**config.mk**
```make
export PLATFORM = sky130hd
export DESIGN_NAME = eag_core
export DESIGN_NICKNAME = d
export VERILOG_FILES = /design/src/eag_pkg.sv /design/src/eag_core.sv
export SDC_FILE = /design/constraint.sdc
export NUM_CORES = 1
export LEC_CHECK = 0
export BUFFER_PORTS_ARGS = -buffer_cell sky130_fd_sc_hd__buf_2
export CAP_MARGIN = 20
export CELL_PAD_IN_SITES_DETAIL_PLACEMENT = 0
export CELL_PAD_IN_SITES_GLOBAL_PLACEMENT = 2
export CORE_UTILIZATION = 32
export DETAILED_ROUTE_END_ITERATION = 8
export GPL_ROUTABILITY_DRIVEN = 0
export PLACE_DENSITY = 0.83
export SYNTH_ARGS = -nofsm -noshare
export SYNTH_HDL_FRONTEND = slang
export SYNTH_SLANG_ARGS = --single-unit
```
**constraint.sdc**
```tcl
create_clock -name clk_sys -period 6.5 [get_ports clk_sys]
set_clock_uncertainty 0.1 [all_clocks]
set_input_delay 0.65 -clock clk_sys [delete_from_list [all_inputs] [get_ports clk_sys]]
set_output_delay 0.65 -clock clk_sys [all_outputs]
set_load 0.05 [all_outputs]
```
**src/eag_pkg.sv**
```systemverilog
// Constants, kinds and carrier types for the effective address generator.
package eag_pkg;
	localparam int ADDR_W = 32;
	// Mode selector codes of the operand locator.
	localparam logic [2:0] MODE_DATA_DIRECT = 3'h0;
	localparam logic [2:0] MODE_ADDR_DIRECT = 3'h1;
	localparam logic [2:0] MODE_INDIRECT = 3'h2;
	localparam logic [2:0] MODE_POSTINC = 3'h3;
	localparam logic [2:0] MODE_PREDEC = 3'h4;
	localparam logic [2:0] MODE_DISP = 3'h5;
	localparam logic [2:0] MODE_INDEX = 3'h6;
	localparam logic [2:0] MODE_SPECIAL = 3'h7;
	// Register selector codes while the mode selector is all ones.
	localparam logic [2:0] SPEC_ABS_SHORT = 3'h0;
	localparam logic [2:0] SPEC_ABS_LONG = 3'h1;
	localparam logic [2:0] SPEC_PC_DISP = 3'h2;
	localparam logic [2:0] SPEC_PC_INDEX = 3'h3;
	localparam logic [2:0] SPEC_IMMEDIATE = 3'h4;
	// Operand sizes and the address steps that belong to them.
	localparam logic [1:0] SIZE_BYTE = 2'h0;
	localparam logic [1:0] SIZE_WORD = 2'h1;
	localparam logic [1:0] SIZE_LONG = 2'h2;
	localparam logic [31:0] STEP_BYTE = 32'h00000001;
	localparam logic [31:0] STEP_WORD = 32'h00000002;
	localparam logic [31:0] STEP_LONG = 32'h00000004;
	localparam logic [2:0] STACK_REG = 3'h7;
	// Implied register selections.
	localparam logic [1:0] IMPL_STATUS = 2'h0;
	localparam logic [1:0] IMPL_USER_SP = 2'h1;
	localparam logic [1:0] IMPL_ACTIVE_SP = 2'h2;
	localparam logic [1:0] IMPL_PC = 2'h3;
	localparam logic [2:0] MAX_WORDS = 3'h5;
	// Register map and fields.
	localparam logic [11:0] OFF_CTRL = 12'h000;
	localparam logic [11:0] OFF_STATUS = 12'h004;
	localparam logic [11:0] OFF_COUNT = 12'h008;
	localparam logic [11:0] OFF_LAST_ADDR = 12'h00C;
	localparam int CTRL_ENABLE_BIT = 0;
	localparam int CTRL_CLEAR_BIT = 1;
	localparam logic CTRL_ENABLE_RESET = 1'h1;
	localparam int STAT_ILLEGAL_BIT = 0;
	localparam int STAT_PROG_BIT = 1;
	localparam int STAT_KIND_LSB = 8;
	// Operand kinds, one-hot.
	typedef enum logic [5:0] {
		KIND_DATA_REG = 6'h01,
		KIND_ADDR_REG = 6'h02,
		KIND_MEMORY = 6'h04,
		KIND_IMMEDIATE = 6'h08,
		KIND_IMPLIED = 6'h10,
		KIND_ILLEGAL = 6'h20
	} eag_kind_type;
	// Decode request from instruction fetch.
	typedef struct packed {
		logic [15:0] opWord;
		logic [3:0][15:0] extWords;
		logic [1:0] size;
		logic jumpClass;
		logic implied;
		logic [1:0] impliedSel;
		logic [31:0] pc;
	} eag_req_type;
	// Register values returned by the register file for the selects.
	typedef struct packed {
		logic [31:0] addrVal;
		logic [31:0] idxVal;
		logic [15:0] statusWord;
		logic [31:0] userStackPtr;
		logic [31:0] activeStackPtr;
	} eag_regval_type;
	// Decode result.
	typedef struct packed {
		eag_kind_type kind;
		logic [3:0] regNum;
		logic [31:0] addr;
		logic [31:0] immData;
		logic memRef;
		logic progRef;
		logic [2:0] instrWords;
		logic wbEn;
		logic [2:0] wbNum;
		logic [31:0] wbVal;
	} eag_res_type;
endpackage

```
**src/eag_core.sv**
```systemverilog
// Effective address generator with its control and status registers on APB.
//
// Implementation choices: the address map and the APB interface to the registers.
`timescale 1ns/1ps
// Function
// RULE1 - Instruction is one to five words
// RULE2 - Following words are immediates or extensions
// RULE3 - Locator is mode and register fields
// RULE4 - Register number from field, kind from mode
// RULE5 - Register direct operand needs no memory
// RULE6 - Data direct uses selected data register
// RULE7 - Address direct uses selected address register
// RULE8 - Tag each reference program or data
// RULE9 - Indirect forms data, jumps program; postincrement and predecrement jumps are tagged data here
// RULE10 - Postincrement adds one, two or four
// RULE11 - Stack byte postincrement adds two
// RULE12 - Predecrement subtracts first, then addresses
// RULE13 - Stack byte predecrement subtracts two
// RULE14 - Displacement adds sign-extended extension word
// RULE15 - Index adds register and short offset
// RULE16 - Absolute short one word, long two
// RULE17 - PC relative with offset or index
// RULE18 - Implied selects fixed special registers
// RULE19 - All-ones mode uses register field
// RULE20 - Absolute short is sign-extended
module eag_core (
	input wire logic clk_sys,
	input wire logic rst_b,
	input wire logic psel,
	input wire logic penable,
	input wire logic pwrite,
	input wire logic [11:0] paddr,
	input wire logic [31:0] pwdata,
	output logic [31:0] prdata,
	output logic pready,
	output logic pslverr,
	input wire logic reqValid,
	output logic reqReady,
	input wire eag_pkg::eag_req_type req,
	output logic [2:0] addrRegSel,
	output logic [3:0] indexRegSel,
	input wire eag_pkg::eag_regval_type regVal,
	output logic resValid,
	output eag_pkg::eag_res_type res
);
	logic ctrlEnable_r;
	logic illegalSeen_r;
	logic [31:0] decodeCount_r;
	logic [31:0] lastAddr_r;
	logic [31:0] prdata_r;
	logic pslverr_r;
	logic resValid_r;
	eag_pkg::eag_res_type res_r;
	eag_pkg::eag_res_type res_nxt;
	logic [2:0] mode;
	logic [2:0] regField;
	logic [15:0] ext0;
	logic [15:0] ext1;
	logic [31:0] step;
	logic [31:0] wideOffset;
	logic [31:0] shortOffset;
	logic [31:0] indexVal;
	logic [2:0] extCount;
	logic taken;
	logic apbSetup;
	logic apbWrite;
	logic mapped;
	logic [31:0] readValue;

	// The decoder takes requests only while software has it enabled.
	assign reqReady = ctrlEnable_r;
	assign taken = reqValid & ctrlEnable_r;

	// Field split of the operation word and first extension words.
	assign mode = req.opWord[5:3]; // [RULE3]
	assign regField = req.opWord[2:0]; // [RULE3]
	assign ext0 = req.extWords[0];
	assign ext1 = req.extWords[1];

	// Register file selects; bit 3 of the index select marks an address register.
	assign addrRegSel = regField; // [RULE4]
	assign indexRegSel = {ext0[15], ext0[14:12]}; // [RULE4]

	// Step size; a byte step on the stack register is widened to keep it even.
	always_comb begin
		case (req.size)
			eag_pkg::SIZE_BYTE: begin
				step = eag_pkg::STEP_BYTE; // [RULE10] [RULE12]
			end
			eag_pkg::SIZE_LONG: begin
				step = eag_pkg::STEP_LONG;
			end
			default: begin
				step = eag_pkg::STEP_WORD;
			end
		endcase
		if (req.size == eag_pkg::SIZE_BYTE && regField == eag_pkg::STACK_REG) begin
			step = eag_pkg::STEP_WORD; // [RULE11] [RULE13]
		end
	end

	// Sign-extended offsets and the index value, word or long as bit 11 asks.
	assign wideOffset = {{16{ext0[15]}}, ext0}; // [RULE14] [RULE20]
	assign shortOffset = {{24{ext0[7]}}, ext0[7:0]}; // [RULE15]
	assign indexVal = ext0[11] ? regVal.idxVal
		: {{16{regVal.idxVal[15]}}, regVal.idxVal[15:0]};

	// Decode of the operand locator into a result.
	always_comb begin
		res_nxt = '0;
		res_nxt.kind = eag_pkg::KIND_ILLEGAL;
		res_nxt.wbNum = regField;
		extCount = 3'h0;
		if (req.implied) begin
			res_nxt.kind = eag_pkg::KIND_IMPLIED; // [RULE18]
			case (req.impliedSel)
				eag_pkg::IMPL_STATUS: begin
					res_nxt.addr = {16'h0000, regVal.statusWord};
				end
				eag_pkg::IMPL_USER_SP: begin
					res_nxt.addr = regVal.userStackPtr;
				end
				eag_pkg::IMPL_ACTIVE_SP: begin
					res_nxt.addr = regVal.activeStackPtr;
				end
				default: begin
					res_nxt.addr = req.pc;
				end
			endcase
		end else begin
			case (mode)
				eag_pkg::MODE_DATA_DIRECT: begin
					res_nxt.kind = eag_pkg::KIND_DATA_REG; // [RULE5] [RULE6]
					res_nxt.regNum = {1'h0, regField};
				end
				eag_pkg::MODE_ADDR_DIRECT: begin
					res_nxt.kind = eag_pkg::KIND_ADDR_REG; // [RULE5] [RULE7]
					res_nxt.regNum = {1'h1, regField};
				end
				eag_pkg::MODE_INDIRECT: begin
					res_nxt.kind = eag_pkg::KIND_MEMORY;
					res_nxt.addr = regVal.addrVal;
				end
				eag_pkg::MODE_POSTINC: begin
					res_nxt.kind = eag_pkg::KIND_MEMORY;
					res_nxt.addr = regVal.addrVal; // [RULE10]
					res_nxt.wbEn = 1'h1;
					res_nxt.wbVal = regVal.addrVal + step; // [RULE10]
				end
				eag_pkg::MODE_PREDEC: begin
					res_nxt.kind = eag_pkg::KIND_MEMORY;
					res_nxt.wbEn = 1'h1;
					res_nxt.wbVal = regVal.addrVal - step; // [RULE12]
					res_nxt.addr = regVal.addrVal - step; // [RULE12]
				end
				eag_pkg::MODE_DISP: begin
					res_nxt.kind = eag_pkg::KIND_MEMORY;
					res_nxt.addr = regVal.addrVal + wideOffset; // [RULE14]
					extCount = 3'h1; // [RULE14]
				end
				eag_pkg::MODE_INDEX: begin
					res_nxt.kind = eag_pkg::KIND_MEMORY;
					res_nxt.addr = regVal.addrVal + indexVal + shortOffset; // [RULE15]
					extCount = 3'h1; // [RULE15]
				end
				eag_pkg::MODE_SPECIAL: begin
					// The register field picks the special form here.
					case (regField) // [RULE19]
						eag_pkg::SPEC_ABS_SHORT: begin
							res_nxt.kind = eag_pkg::KIND_MEMORY;
							res_nxt.addr = wideOffset; // [RULE16] [RULE20]
							extCount = 3'h1;
						end
						eag_pkg::SPEC_ABS_LONG: begin
							res_nxt.kind = eag_pkg::KIND_MEMORY;
							res_nxt.addr = {ext0, ext1}; // [RULE16]
							extCount = 3'h2;
						end
						eag_pkg::SPEC_PC_DISP: begin
							res_nxt.kind = eag_pkg::KIND_MEMORY;
							res_nxt.addr = req.pc + wideOffset; // [RULE17]
							extCount = 3'h1;
						end
						eag_pkg::SPEC_PC_INDEX: begin
							res_nxt.kind = eag_pkg::KIND_MEMORY;
							res_nxt.addr = req.pc + indexVal + shortOffset; // [RULE17]
							extCount = 3'h1;
						end
						eag_pkg::SPEC_IMMEDIATE: begin
							res_nxt.kind = eag_pkg::KIND_IMMEDIATE; // [RULE2]
							case (req.size)
								eag_pkg::SIZE_BYTE: begin
									res_nxt.immData = {24'h000000, ext0[7:0]};
									extCount = 3'h1;
								end
								eag_pkg::SIZE_LONG: begin
									res_nxt.immData = {ext0, ext1};
									extCount = 3'h2;
								end
								default: begin
									res_nxt.immData = {16'h0000, ext0};
									extCount = 3'h1;
								end
							endcase
						end
						default: begin
							res_nxt.kind = eag_pkg::KIND_ILLEGAL;
						end
					endcase
				end
				default: begin
					res_nxt.kind = eag_pkg::KIND_ILLEGAL;
				end
			endcase
		end
		// Memory references are tagged; PC forms, and jumps other than postincrement or predecrement, fetch from program space.
		res_nxt.memRef = (res_nxt.kind == eag_pkg::KIND_MEMORY); // [RULE8]
		if (res_nxt.memRef) begin
			if (mode == eag_pkg::MODE_SPECIAL
				&& (regField == eag_pkg::SPEC_PC_DISP
				|| regField == eag_pkg::SPEC_PC_INDEX)) begin
				res_nxt.progRef = 1'h1; // [RULE8]
			end else if (mode == eag_pkg::MODE_POSTINC
				|| mode == eag_pkg::MODE_PREDEC) begin
				res_nxt.progRef = 1'h0; // [RULE9]
			end else begin
				res_nxt.progRef = req.jumpClass; // [RULE9]
			end
		end
		// Total words: the operation word plus the extensions it asks for.
		res_nxt.instrWords = 3'h1 + extCount; // [RULE1] [RULE2]
		if (res_nxt.instrWords > eag_pkg::MAX_WORDS) begin
			res_nxt.instrWords = eag_pkg::MAX_WORDS; // [RULE1]
		end
	end

	// Result register and its one-cycle valid.
	always_ff @(posedge clk_sys) begin
		if (!rst_b) begin
			resValid_r <= 1'h0;
			res_r <= '0;
		end else begin
			resValid_r <= taken;
			if (taken) begin
				res_r <= res_nxt;
			end
		end
	end

	assign resValid = resValid_r;
	assign res = res_r;

	// APB decode; a setup cycle prepares the answer so the access needs no wait.
	assign apbSetup = psel & ~penable;
	assign apbWrite = psel & penable & pwrite;
	assign mapped = (paddr == eag_pkg::OFF_CTRL) || (paddr == eag_pkg::OFF_STATUS)
		|| (paddr == eag_pkg::OFF_COUNT) || (paddr == eag_pkg::OFF_LAST_ADDR);

	// Read multiplexer; unmapped addresses read zero.
	always_comb begin
		readValue = 32'h00000000;
		case (paddr)
			eag_pkg::OFF_CTRL: begin
				readValue[eag_pkg::CTRL_ENABLE_BIT] = ctrlEnable_r;
			end
			eag_pkg::OFF_STATUS: begin
				readValue[eag_pkg::STAT_ILLEGAL_BIT] = illegalSeen_r;
				readValue[eag_pkg::STAT_PROG_BIT] = res_r.progRef;
				readValue[eag_pkg::STAT_KIND_LSB +: 6] = res_r.kind;
			end
			eag_pkg::OFF_COUNT: begin
				readValue = decodeCount_r;
			end
			eag_pkg::OFF_LAST_ADDR: begin
				readValue = lastAddr_r;
			end
			default: begin
				readValue = 32'h00000000;
			end
		endcase
	end

	// Read data and error answer, captured in the setup cycle.
	always_ff @(posedge clk_sys) begin
		if (!rst_b) begin
			prdata_r <= 32'h00000000;
			pslverr_r <= 1'h0;
		end else if (apbSetup) begin
			prdata_r <= pwrite ? 32'h00000000 : readValue;
			pslverr_r <= ~mapped;
		end
	end

	assign prdata = prdata_r;
	assign pslverr = pslverr_r;
	assign pready = 1'h1;

	// Control register: enable bit.
	always_ff @(posedge clk_sys) begin
		if (!rst_b) begin
			ctrlEnable_r <= eag_pkg::CTRL_ENABLE_RESET;
		end else if (apbWrite && paddr == eag_pkg::OFF_CTRL) begin
			ctrlEnable_r <= pwdata[eag_pkg::CTRL_ENABLE_BIT];
		end
	end

	// Sticky illegal flag; write one clears it, a new illegal decode wins.
	always_ff @(posedge clk_sys) begin
		if (!rst_b) begin
			illegalSeen_r <= 1'h0;
		end else if (taken && res_nxt.kind == eag_pkg::KIND_ILLEGAL) begin
			illegalSeen_r <= 1'h1;
		end else if (apbWrite && paddr == eag_pkg::OFF_STATUS
			&& pwdata[eag_pkg::STAT_ILLEGAL_BIT]) begin
			illegalSeen_r <= 1'h0;
		end
	end

	// Decode counter; a clear through control restarts it, a decode adds on top.
	always_ff @(posedge clk_sys) begin
		if (!rst_b) begin
			decodeCount_r <= 32'h00000000;
		end else if (apbWrite && paddr == eag_pkg::OFF_CTRL
			&& pwdata[eag_pkg::CTRL_CLEAR_BIT]) begin
			decodeCount_r <= taken ? 32'h00000001 : 32'h00000000;
		end else if (taken) begin
			decodeCount_r <= decodeCount_r + 32'h00000001;
		end
	end

	// Last memory address computed, kept for software inspection.
	always_ff @(posedge clk_sys) begin
		if (!rst_b) begin
			lastAddr_r <= 32'h00000000;
		end else if (taken && res_nxt.memRef) begin
			lastAddr_r <= res_nxt.addr;
		end
	end
endmodule

```
Word-level counts from Yosys, hierarchy flattened
Index checks and enable logic that the tools add are counted.
{"block": "classes", "n_reduce_logical": 26, "mul": 0, "order_cmp": 1, "div": 0, "shifts": 0, "bitwise": 6, "n_mux": 39, "addsub": 10, "eq_ne": 20}
{"operator": "32-bit two-way mux", "n": 10}
{"operator": "32-bit adder", "n": 7}
{"operator": "32-bit case mux with 5 select lines", "n": 1}
{"operator": "32-bit case mux with 2 select lines", "n": 2}
{"operator": "32-bit case mux with 4 select lines", "n": 1}
{"operator": "32-bit case mux with 3 select lines", "n": 1}
{"operator": "18-bit case mux with 2 select lines", "n": 1}
{"operator": "32-bit by 1-bit adder with 32-bit output (second input constant)", "n": 1}
{"operator": "32-bit subtractor", "n": 1}
{"operator": "12-bit by 4-bit == test with 1-bit output (second input constant)", "n": 2}
{"operator": "6-bit case mux with 2 select lines", "n": 2}
{"operator": "6-bit case mux with 4 select lines", "n": 1}
{"operator": "3-bit == test (second input constant)", "n": 6}
{"operator": "6-bit case mux with 3 select lines", "n": 1}
{"operator": "12-bit by 3-bit == test with 1-bit output (second input constant)", "n": 1}
{"operator": "3-bit by 2-bit == test with 1-bit output (second input constant)", "n": 4}
{"operator": "12-bit logical NOT", "n": 1}
{"operator": "3-bit case mux with 2 select lines", "n": 2}
{"operator": "3-bit case mux with 3 select lines", "n": 1}
{"operator": "1-bit logical AND", "n": 8}
{"operator": "1-bit two-way mux", "n": 8}
{"operator": "4-bit case mux with 2 select lines", "n": 1}
{"operator": "3-bit by 1-bit == test with 1-bit output (second input constant)", "n": 2}
{"operator": "6-bit by 3-bit == test with 1-bit output (second input constant)", "n": 1}
{"operator": "other kinds (21)", "n": 36}
{"block": "word_totals", "rom_bits": 0, "latch_bits": 0, "memories": 0, "regBits": 215, "word_cells": 119, "in_bits": 312, "out_inout_bits": 158, "mem_bits_rw": 0}

Logic depth before layout (Yosys ltp)
{"block": "logic_depth", "word_depth": 8, "ltp_mapped": 20, "depth_no_buf": 15}

Least setup slack after synthesis
No wires, ideal clock.
{"block": "synth_path", "path_type": "input to register", "startpoint": "input port req[102] (netlist bit)", "endpoint": "register res_r (netlist bit res[96])", "required_time_ps": 6272, "setup_ps": 128, "path_buffers": 5, "cell_stages": 20, "t_arrival_ps": 5076, "path_slack_ps": 1196, "cell_sequence": "clkbuf_1 -> buf_1 -> clkbuf_1 -> nand3_1 -> nor2_1 -> or2_2 -> inv_1 -> ha_1 -> o21bai_1 -> a2111o_1 -> clkbuf_1 -> or4_4 -> buf_6 -> and2_4 -> o21ai_1 -> or3b_1 -> a211o_1 -> a221o_1 -> a222oi_1 -> nor2_1"}
{"block": "synth_via", "elab_chain_cells": 6, "word_cells_on_any_way": 11, "cone_classes": "add/sub: 1; eq/ne: 4; mux: 4; reduce/logical: 2"}
{"element": "start, declared", "line": "eag_core.sv:39", "text": "input wire eag_pkg::eag_req_type req,"}
{"element": "3-bit == test", "line": "eag_core.sv:97", "text": "if (req.size == eag_pkg::SIZE_BYTE && regField == eag_pkg::STACK_REG) begin"}
{"element": "1-bit logical AND", "line": "eag_core.sv:97"}
{"element": "32-bit two-way mux", "line": "eag_core.sv:97"}
{"element": "32-bit subtractor", "line": "eag_core.sv:154", "text": "res_nxt.addr = regVal.addrVal - step;"}
{"element": "32-bit case mux with 5 select lines (*)", "line": "eag_core.sv:131", "text": "case (mode)"}
{"element": "32-bit two-way mux (*)", "line": "eag_core.sv:114", "text": "if (req.implied) begin"}
{"element": "end signal, assigned", "line": "eag_core.sv:245", "text": "res_r <= res_nxt;"}
{"element": "end, declared", "line": "eag_core.sv:53", "text": "eag_pkg::eag_res_type res_r;"}
Mark *: on every way between the ends. The rest lies on a longest branch, timed or not.
A chain may end at the register's enable or synchronous reset.

Final worst setup path
{"block": "layout_path", "startpoint": "input port req[39] (netlist bit)", "endpoint": "register res_r (netlist bit res[104])"}
{"block": "layout_via", "elab_chain_cells": 4, "word_cells_on_any_way": 7, "cone_classes": "add/sub: 4; mux: 3"}
{"element": "32-bit adder, on equally long branches", "line": "eag_core.sv:186, eag_core.sv:181"}
{"element": "32-bit case mux with 4 select lines", "line": "eag_core.sv:168", "text": "case (regField)"}
{"element": "32-bit case mux with 5 select lines (*)", "line": "eag_core.sv:131"}
{"element": "32-bit two-way mux (*)", "line": "eag_core.sv:114"}
Marked as above.

==> impl_metrics.xml <==
<?xml version="1.0" encoding="UTF-8"?>
<metrics>
  <group name="cts">
    <metric name="ctsHoldBuffers" unit="">0</metric>
    <metric name="cts_num_sinks" unit="">214</metric>
    <metric name="tritoncts" unit="">done</metric>
    <metric name="cts_buffer_depth" unit="">3</metric>
    <metric name="cts.root.buffer_cell" unit="">sky130_fd_sc_hd__clkbuf_16</metric>
    <metric name="cts_buffers" unit="">25</metric>
    <metric name="post-cts-setup-buffers" unit="">0</metric>
    <metric name="htree_num_levels" unit="">1</metric>
    <metric name="cts.repair.resized" unit="">0</metric>
    <metric name="clock_slew_at_the_register_clock_pins_of_the_worst_setup_and_hold_paths" unit="ns">0.07</metric>
    <metric name="clk-insertion-delay-late" unit="ns">0.56</metric>
  </group>
  <group name="final_layout">
    <metric name="fillers" unit="">6748</metric>
    <metric name="post-route-util" unit="%">37.95</metric>
    <metric name="areaGrowthSynthToFinish" unit="%">17.02</metric>
    <metric name="seqCellArea" unit="mm^2">0.004284</metric>
    <metric name="design.final.nets" unit="">3462</metric>
    <metric name="multiInputGateArea" unit="mm^2">0.01575</metric>
    <metric name="post_route_cells_drive_above_1_share" unit="%">19.16</metric>
  </group>
  <group name="die">
    <metric name="die_area" unit="mm^2">0.06648</metric>
    <metric name="die-width" unit="um">257.8</metric>
    <metric name="dieHeight" unit="um">257.8</metric>
    <metric name="rows" unit="">93</metric>
    <metric name="start_util" unit="%">32.43</metric>
    <metric name="ioPinCount" unit="">470</metric>
    <metric name="core_area" unit="mm^2">0.06458</metric>
  </group>
  <group name="yosys">
    <metric name="netlist-cell-type-count" unit="">75</metric>
    <metric name="async_flop_share" unit="%">0</metric>
    <metric name="syn-cell-area" unit="mm^2">0.02094</metric>
    <metric name="yosys_register_bits" unit="">214</metric>
    <metric name="synthCells" unit="">2681</metric>
    <metric name="synthesis.area_per_instance" unit="um^2">7.812</metric>
    <metric name="yosys_warnings" unit="">0</metric>
    <metric name="dominantRegCellSynth" unit="">sky130_fd_sc_hd__dfxtp_1</metric>
    <metric name="synth-edff-count" unit="">0</metric>
    <metric name="synthesized_net_count" unit="">3193</metric>
    <metric name="seq_area_frac_synth" unit="%">20.46</metric>
  </group>
  <group name="routing">
    <metric name="detail_route.vias_per_cell" unit="">6.034</metric>
    <metric name="drt_pre_antenna_iters" unit="">5</metric>
    <metric name="wl_per_cell" unit="um">26.11</metric>
    <metric name="drcViolationCount" unit="">0</metric>
    <metric name="drt_wl_total" unit="mm">99.88</metric>
    <metric name="vias" unit="">23080</metric>
    <metric name="drt_iter0_drc" unit="">2286</metric>
    <metric name="ant_nets" unit="">0</metric>
  </group>
  <group name="critical_path">
    <metric name="crit_path_max_fanout" unit="">10</metric>
    <metric name="worstSetupEndpointType" unit="">register</metric>
    <metric name="cp_data_required_time" unit="ns">6.80</metric>
    <metric name="critPathLaunchType" unit="">input port</metric>
    <metric name="critical_path_arrival" unit="ns">5.66</metric>
    <metric name="criticalPathCategory" unit="">input port to register</metric>
  </group>
  <group name="global_routing">
    <metric name="grtUsageMet3" unit="%">3.455</metric>
    <metric name="met2_usage" unit="%">45.38</metric>
    <metric name="track_usage" unit="%">28.72</metric>
    <metric name="first_global_vias" unit="">21270</metric>
    <metric name="gr-max-usage-layer" unit="">met2</metric>
    <metric name="antenna_found_initial" unit="">2</metric>
    <metric name="global_route_wire_length_before_repair" unit="mm">144.2</metric>
    <metric name="overflow_left_after_global_routing" unit="">0</metric>
    <metric name="grt_start_max_net_pins" unit="">85</metric>
    <metric name="met1_usage" unit="%">39.32</metric>
  </group>
  <group name="timing">
    <metric name="setup_total_negative_slack" unit="ns">0</metric>
    <metric name="part_of_the_cycle_the_worst_path_needs" unit="%">82.57</metric>
    <metric name="max_freq" unit="MHz">186.3</metric>
    <metric name="slew_viol_final" unit="">0</metric>
    <metric name="worst_slew_pin_slew" unit="ns">1.136</metric>
    <metric name="finalSetupViolCount" unit="">0</metric>
    <metric name="slew_headroom" unit="%">24.29</metric>
    <metric name="period_needed" unit="ns">5.367</metric>
    <metric name="hold_viol" unit="">0</metric>
    <metric name="setup_repair_after_global_routing_missed_its_margin" unit="">no</metric>
  </group>
  <group name="placed_design">
    <metric name="dp_hpwl" unit="mm">79.72</metric>
    <metric name="io_buffers" unit="">396</metric>
  </group>
  <group name="power">
    <metric name="power.ir.vdd_worst" unit="V">0.0001753</metric>
    <metric name="power_leakage" unit="uW">0.01013</metric>
    <metric name="powerDensity" unit="mW/mm^2">211.8</metric>
  </group>
  <group name="hold_path">
    <metric name="min-delay-path-class" unit="">input port to register</metric>
  </group>
  <group name="job">
    <metric name="cap_violations" unit="">0</metric>
  </group>
  <group name="run_status">
    <metric name="result_of_the_run" unit="">finished, final reports clean</metric>
  </group>
</metrics>
[layout by cell type (no fill, tap or decap), types with 36 or more instances in the layout]
| master | n |
|---|---|
| sky130_fd_sc_hd__a211oi_1 | 36 |
| sky130_fd_sc_hd__nand2_1 | 260 |
| sky130_fd_sc_hd__fa_1 | 68 |
| sky130_fd_sc_hd__a21oi_1 | 242 |
| sky130_fd_sc_hd__ha_1 | 132 |
| sky130_fd_sc_hd__and3_1 | 39 |
| sky130_fd_sc_hd__nand3_1 | 70 |
| sky130_fd_sc_hd__dfxtp_1 | 214 |
| sky130_fd_sc_hd__nor2_1 | 218 |
| sky130_fd_sc_hd__xor2_1 | 55 |
| sky130_fd_sc_hd__buf_2 | 394 |
| sky130_fd_sc_hd__nor3_1 | 41 |
| sky130_fd_sc_hd__inv_1 | 41 |
| sky130_fd_sc_hd__a21o_1 | 57 |
| sky130_fd_sc_hd__and2_1 | 38 |
| sky130_fd_sc_hd__a22o_1 | 40 |
| sky130_fd_sc_hd__a22oi_1 | 84 |
| sky130_fd_sc_hd__o21ai_0 | 192 |
| sky130_fd_sc_hd__buf_4 | 42 |
| sky130_fd_sc_hd__xnor2_1 | 82 |
| sky130_fd_sc_hd__nor2b_1 | 90 |
[stage by stage]
stage / setup WS, ns / cell area (um^2) / hold WS [ns] / total power [uW] / instances
2_1_floorplan: 1.196 / 20940 / 0.3343 / 2835 / 2681
3_3_place_gp: 0.8033 / 23550 / 0.3496 / 3533 / 3777
3_5_place_dp: 0.7157 / 23550 / 0.3564 / 3554 / 3777
4_1_cts: 1.272 / 24480 / 0.2045 / 5159 / 3823
5_1_grt: 0.9708 / 24510 / 0.2587 / 5411 / 3824
6_report: 1.133 / 24510 / 0.2246 / 5190 / 3825
[synth_stat cells, types with 39 or more instances]
cell                       number  area (um^2)
sky130_fd_sc_hd__nand2_1      261        979.7
sky130_fd_sc_hd__a21oi_1      242         1211
sky130_fd_sc_hd__nor2_1       220        825.8
sky130_fd_sc_hd__dfxtp_1      214         4284
sky130_fd_sc_hd__o21ai_0      192        960.9
sky130_fd_sc_hd__clkbuf_1     170        638.1
sky130_fd_sc_hd__ha_1         132         1652
sky130_fd_sc_hd__nor2b_1       90        563.0
sky130_fd_sc_hd__a22oi_1       84        630.6
sky130_fd_sc_hd__xnor2_1       82        718.2
sky130_fd_sc_hd__nand3_1       70        350.3
sky130_fd_sc_hd__fa_1          68         1361
sky130_fd_sc_hd__a21o_1        57        427.9
sky130_fd_sc_hd__xor2_1        55        481.7
sky130_fd_sc_hd__inv_1         41        153.9
sky130_fd_sc_hd__nor3_1        41        205.2
sky130_fd_sc_hd__a22o_1        40        350.3
sky130_fd_sc_hd__and2_1        39        244.0
sky130_fd_sc_hd__and3_1        39        244.0
[power breakdown]
part / total, uW / leakage [uW] / switching (uW) / internal, uW
logic: 2210 / 0.00793 / 1420 / 786
registers: 1380 / 0.00174 / 30.2 / 1350
clock network: 1600 / 0.000456 / 636 / 966
[routing by layer]
layer,share of wire (%),up-vias,routed length [um]
met1,43,11220,43050
met4,4.8,4,4788
met3,7.9,196,7920
met5,0.023,-,23
li1,-,10470,-
met2,44,1190,44100
[logic make-up (layout without fill, tap and decap cells)]
logic type | Yosys count | in the layout | share of synthesized area [%]
simple gates | 894 | 894 | 20.72
xor+xnor | 137 | 137 | 5.729
compound gates | 930 | 930 | 29.04
flops | 214 | 214 | 20.46
mux | 68 | 68 | 5.197
other cells | 1 | 2 | 0.01791
fa+ha+maj | 200 | 200 | 14.39
buf+inv | 237 | 525 | 4.457
[critical path: stages]
cell	delay (ns)
sky130_fd_sc_hd__buf_2	0.36
sky130_fd_sc_hd__fa_1	0.48
sky130_fd_sc_hd__ha_1	0.24
sky130_fd_sc_hd__fa_1	0.50
sky130_fd_sc_hd__a211oi_1	0.39
sky130_fd_sc_hd__o211ai_1	0.23
sky130_fd_sc_hd__a32oi_1	0.42
sky130_fd_sc_hd__o32ai_1	0.27
sky130_fd_sc_hd__a311oi_1	0.63
sky130_fd_sc_hd__or4_1	0.22
sky130_fd_sc_hd__a21oi_1	0.11
sky130_fd_sc_hd__o311ai_0	0.96
sky130_fd_sc_hd__o211ai_1	0.17
[flip-flops by register name (all words and copies together), names as in the netlist]
| signal | cells |
|---|---|
| lastAddr_r | 32 |
| resValid | 1 |
| prdata | 32 |
| res | 114 |
| pslverr | 1 |
| decodeCount_r | 32 |
| illegalSeen_r | 1 |
| reqReady | 1 |
[layout make-up]
| type | count | share of cell area (%) |
|---|---|---|
| antenna | 1 | 0.01021 |
| clock buffer | 34 | 3.017 |
| clock inverter | 12 | 0.7913 |
| inverter | 42 | 0.6433 |
| multi-input combinational | 2230 | 64.25 |
| sequential | 214 | 17.48 |
| tap | 855 | 4.365 |
| timing repair buffer | 437 | 9.445 |
[final timing paths]
kind / start / end / slack (ns) / cells past startpoint
worst max-delay path: req[39] / res[104]$_SDFFE_PN0P_ / 1.13 / 13
worst min-delay path: pwdata[0] / reqReady$_SDFFE_PN1P_ / 0.22 / 3
worst max register to register: reqReady$_SDFFE_PN1P_ / decodeCount_r[29]$_SDFFE_PN0P_ / 3.34 / 9
worst min register to register: res[34]$_SDFFE_PN0P_ / res[34]$_SDFFE_PN0P_ / 0.36 / 2
(Power assumes the default switching activity.)
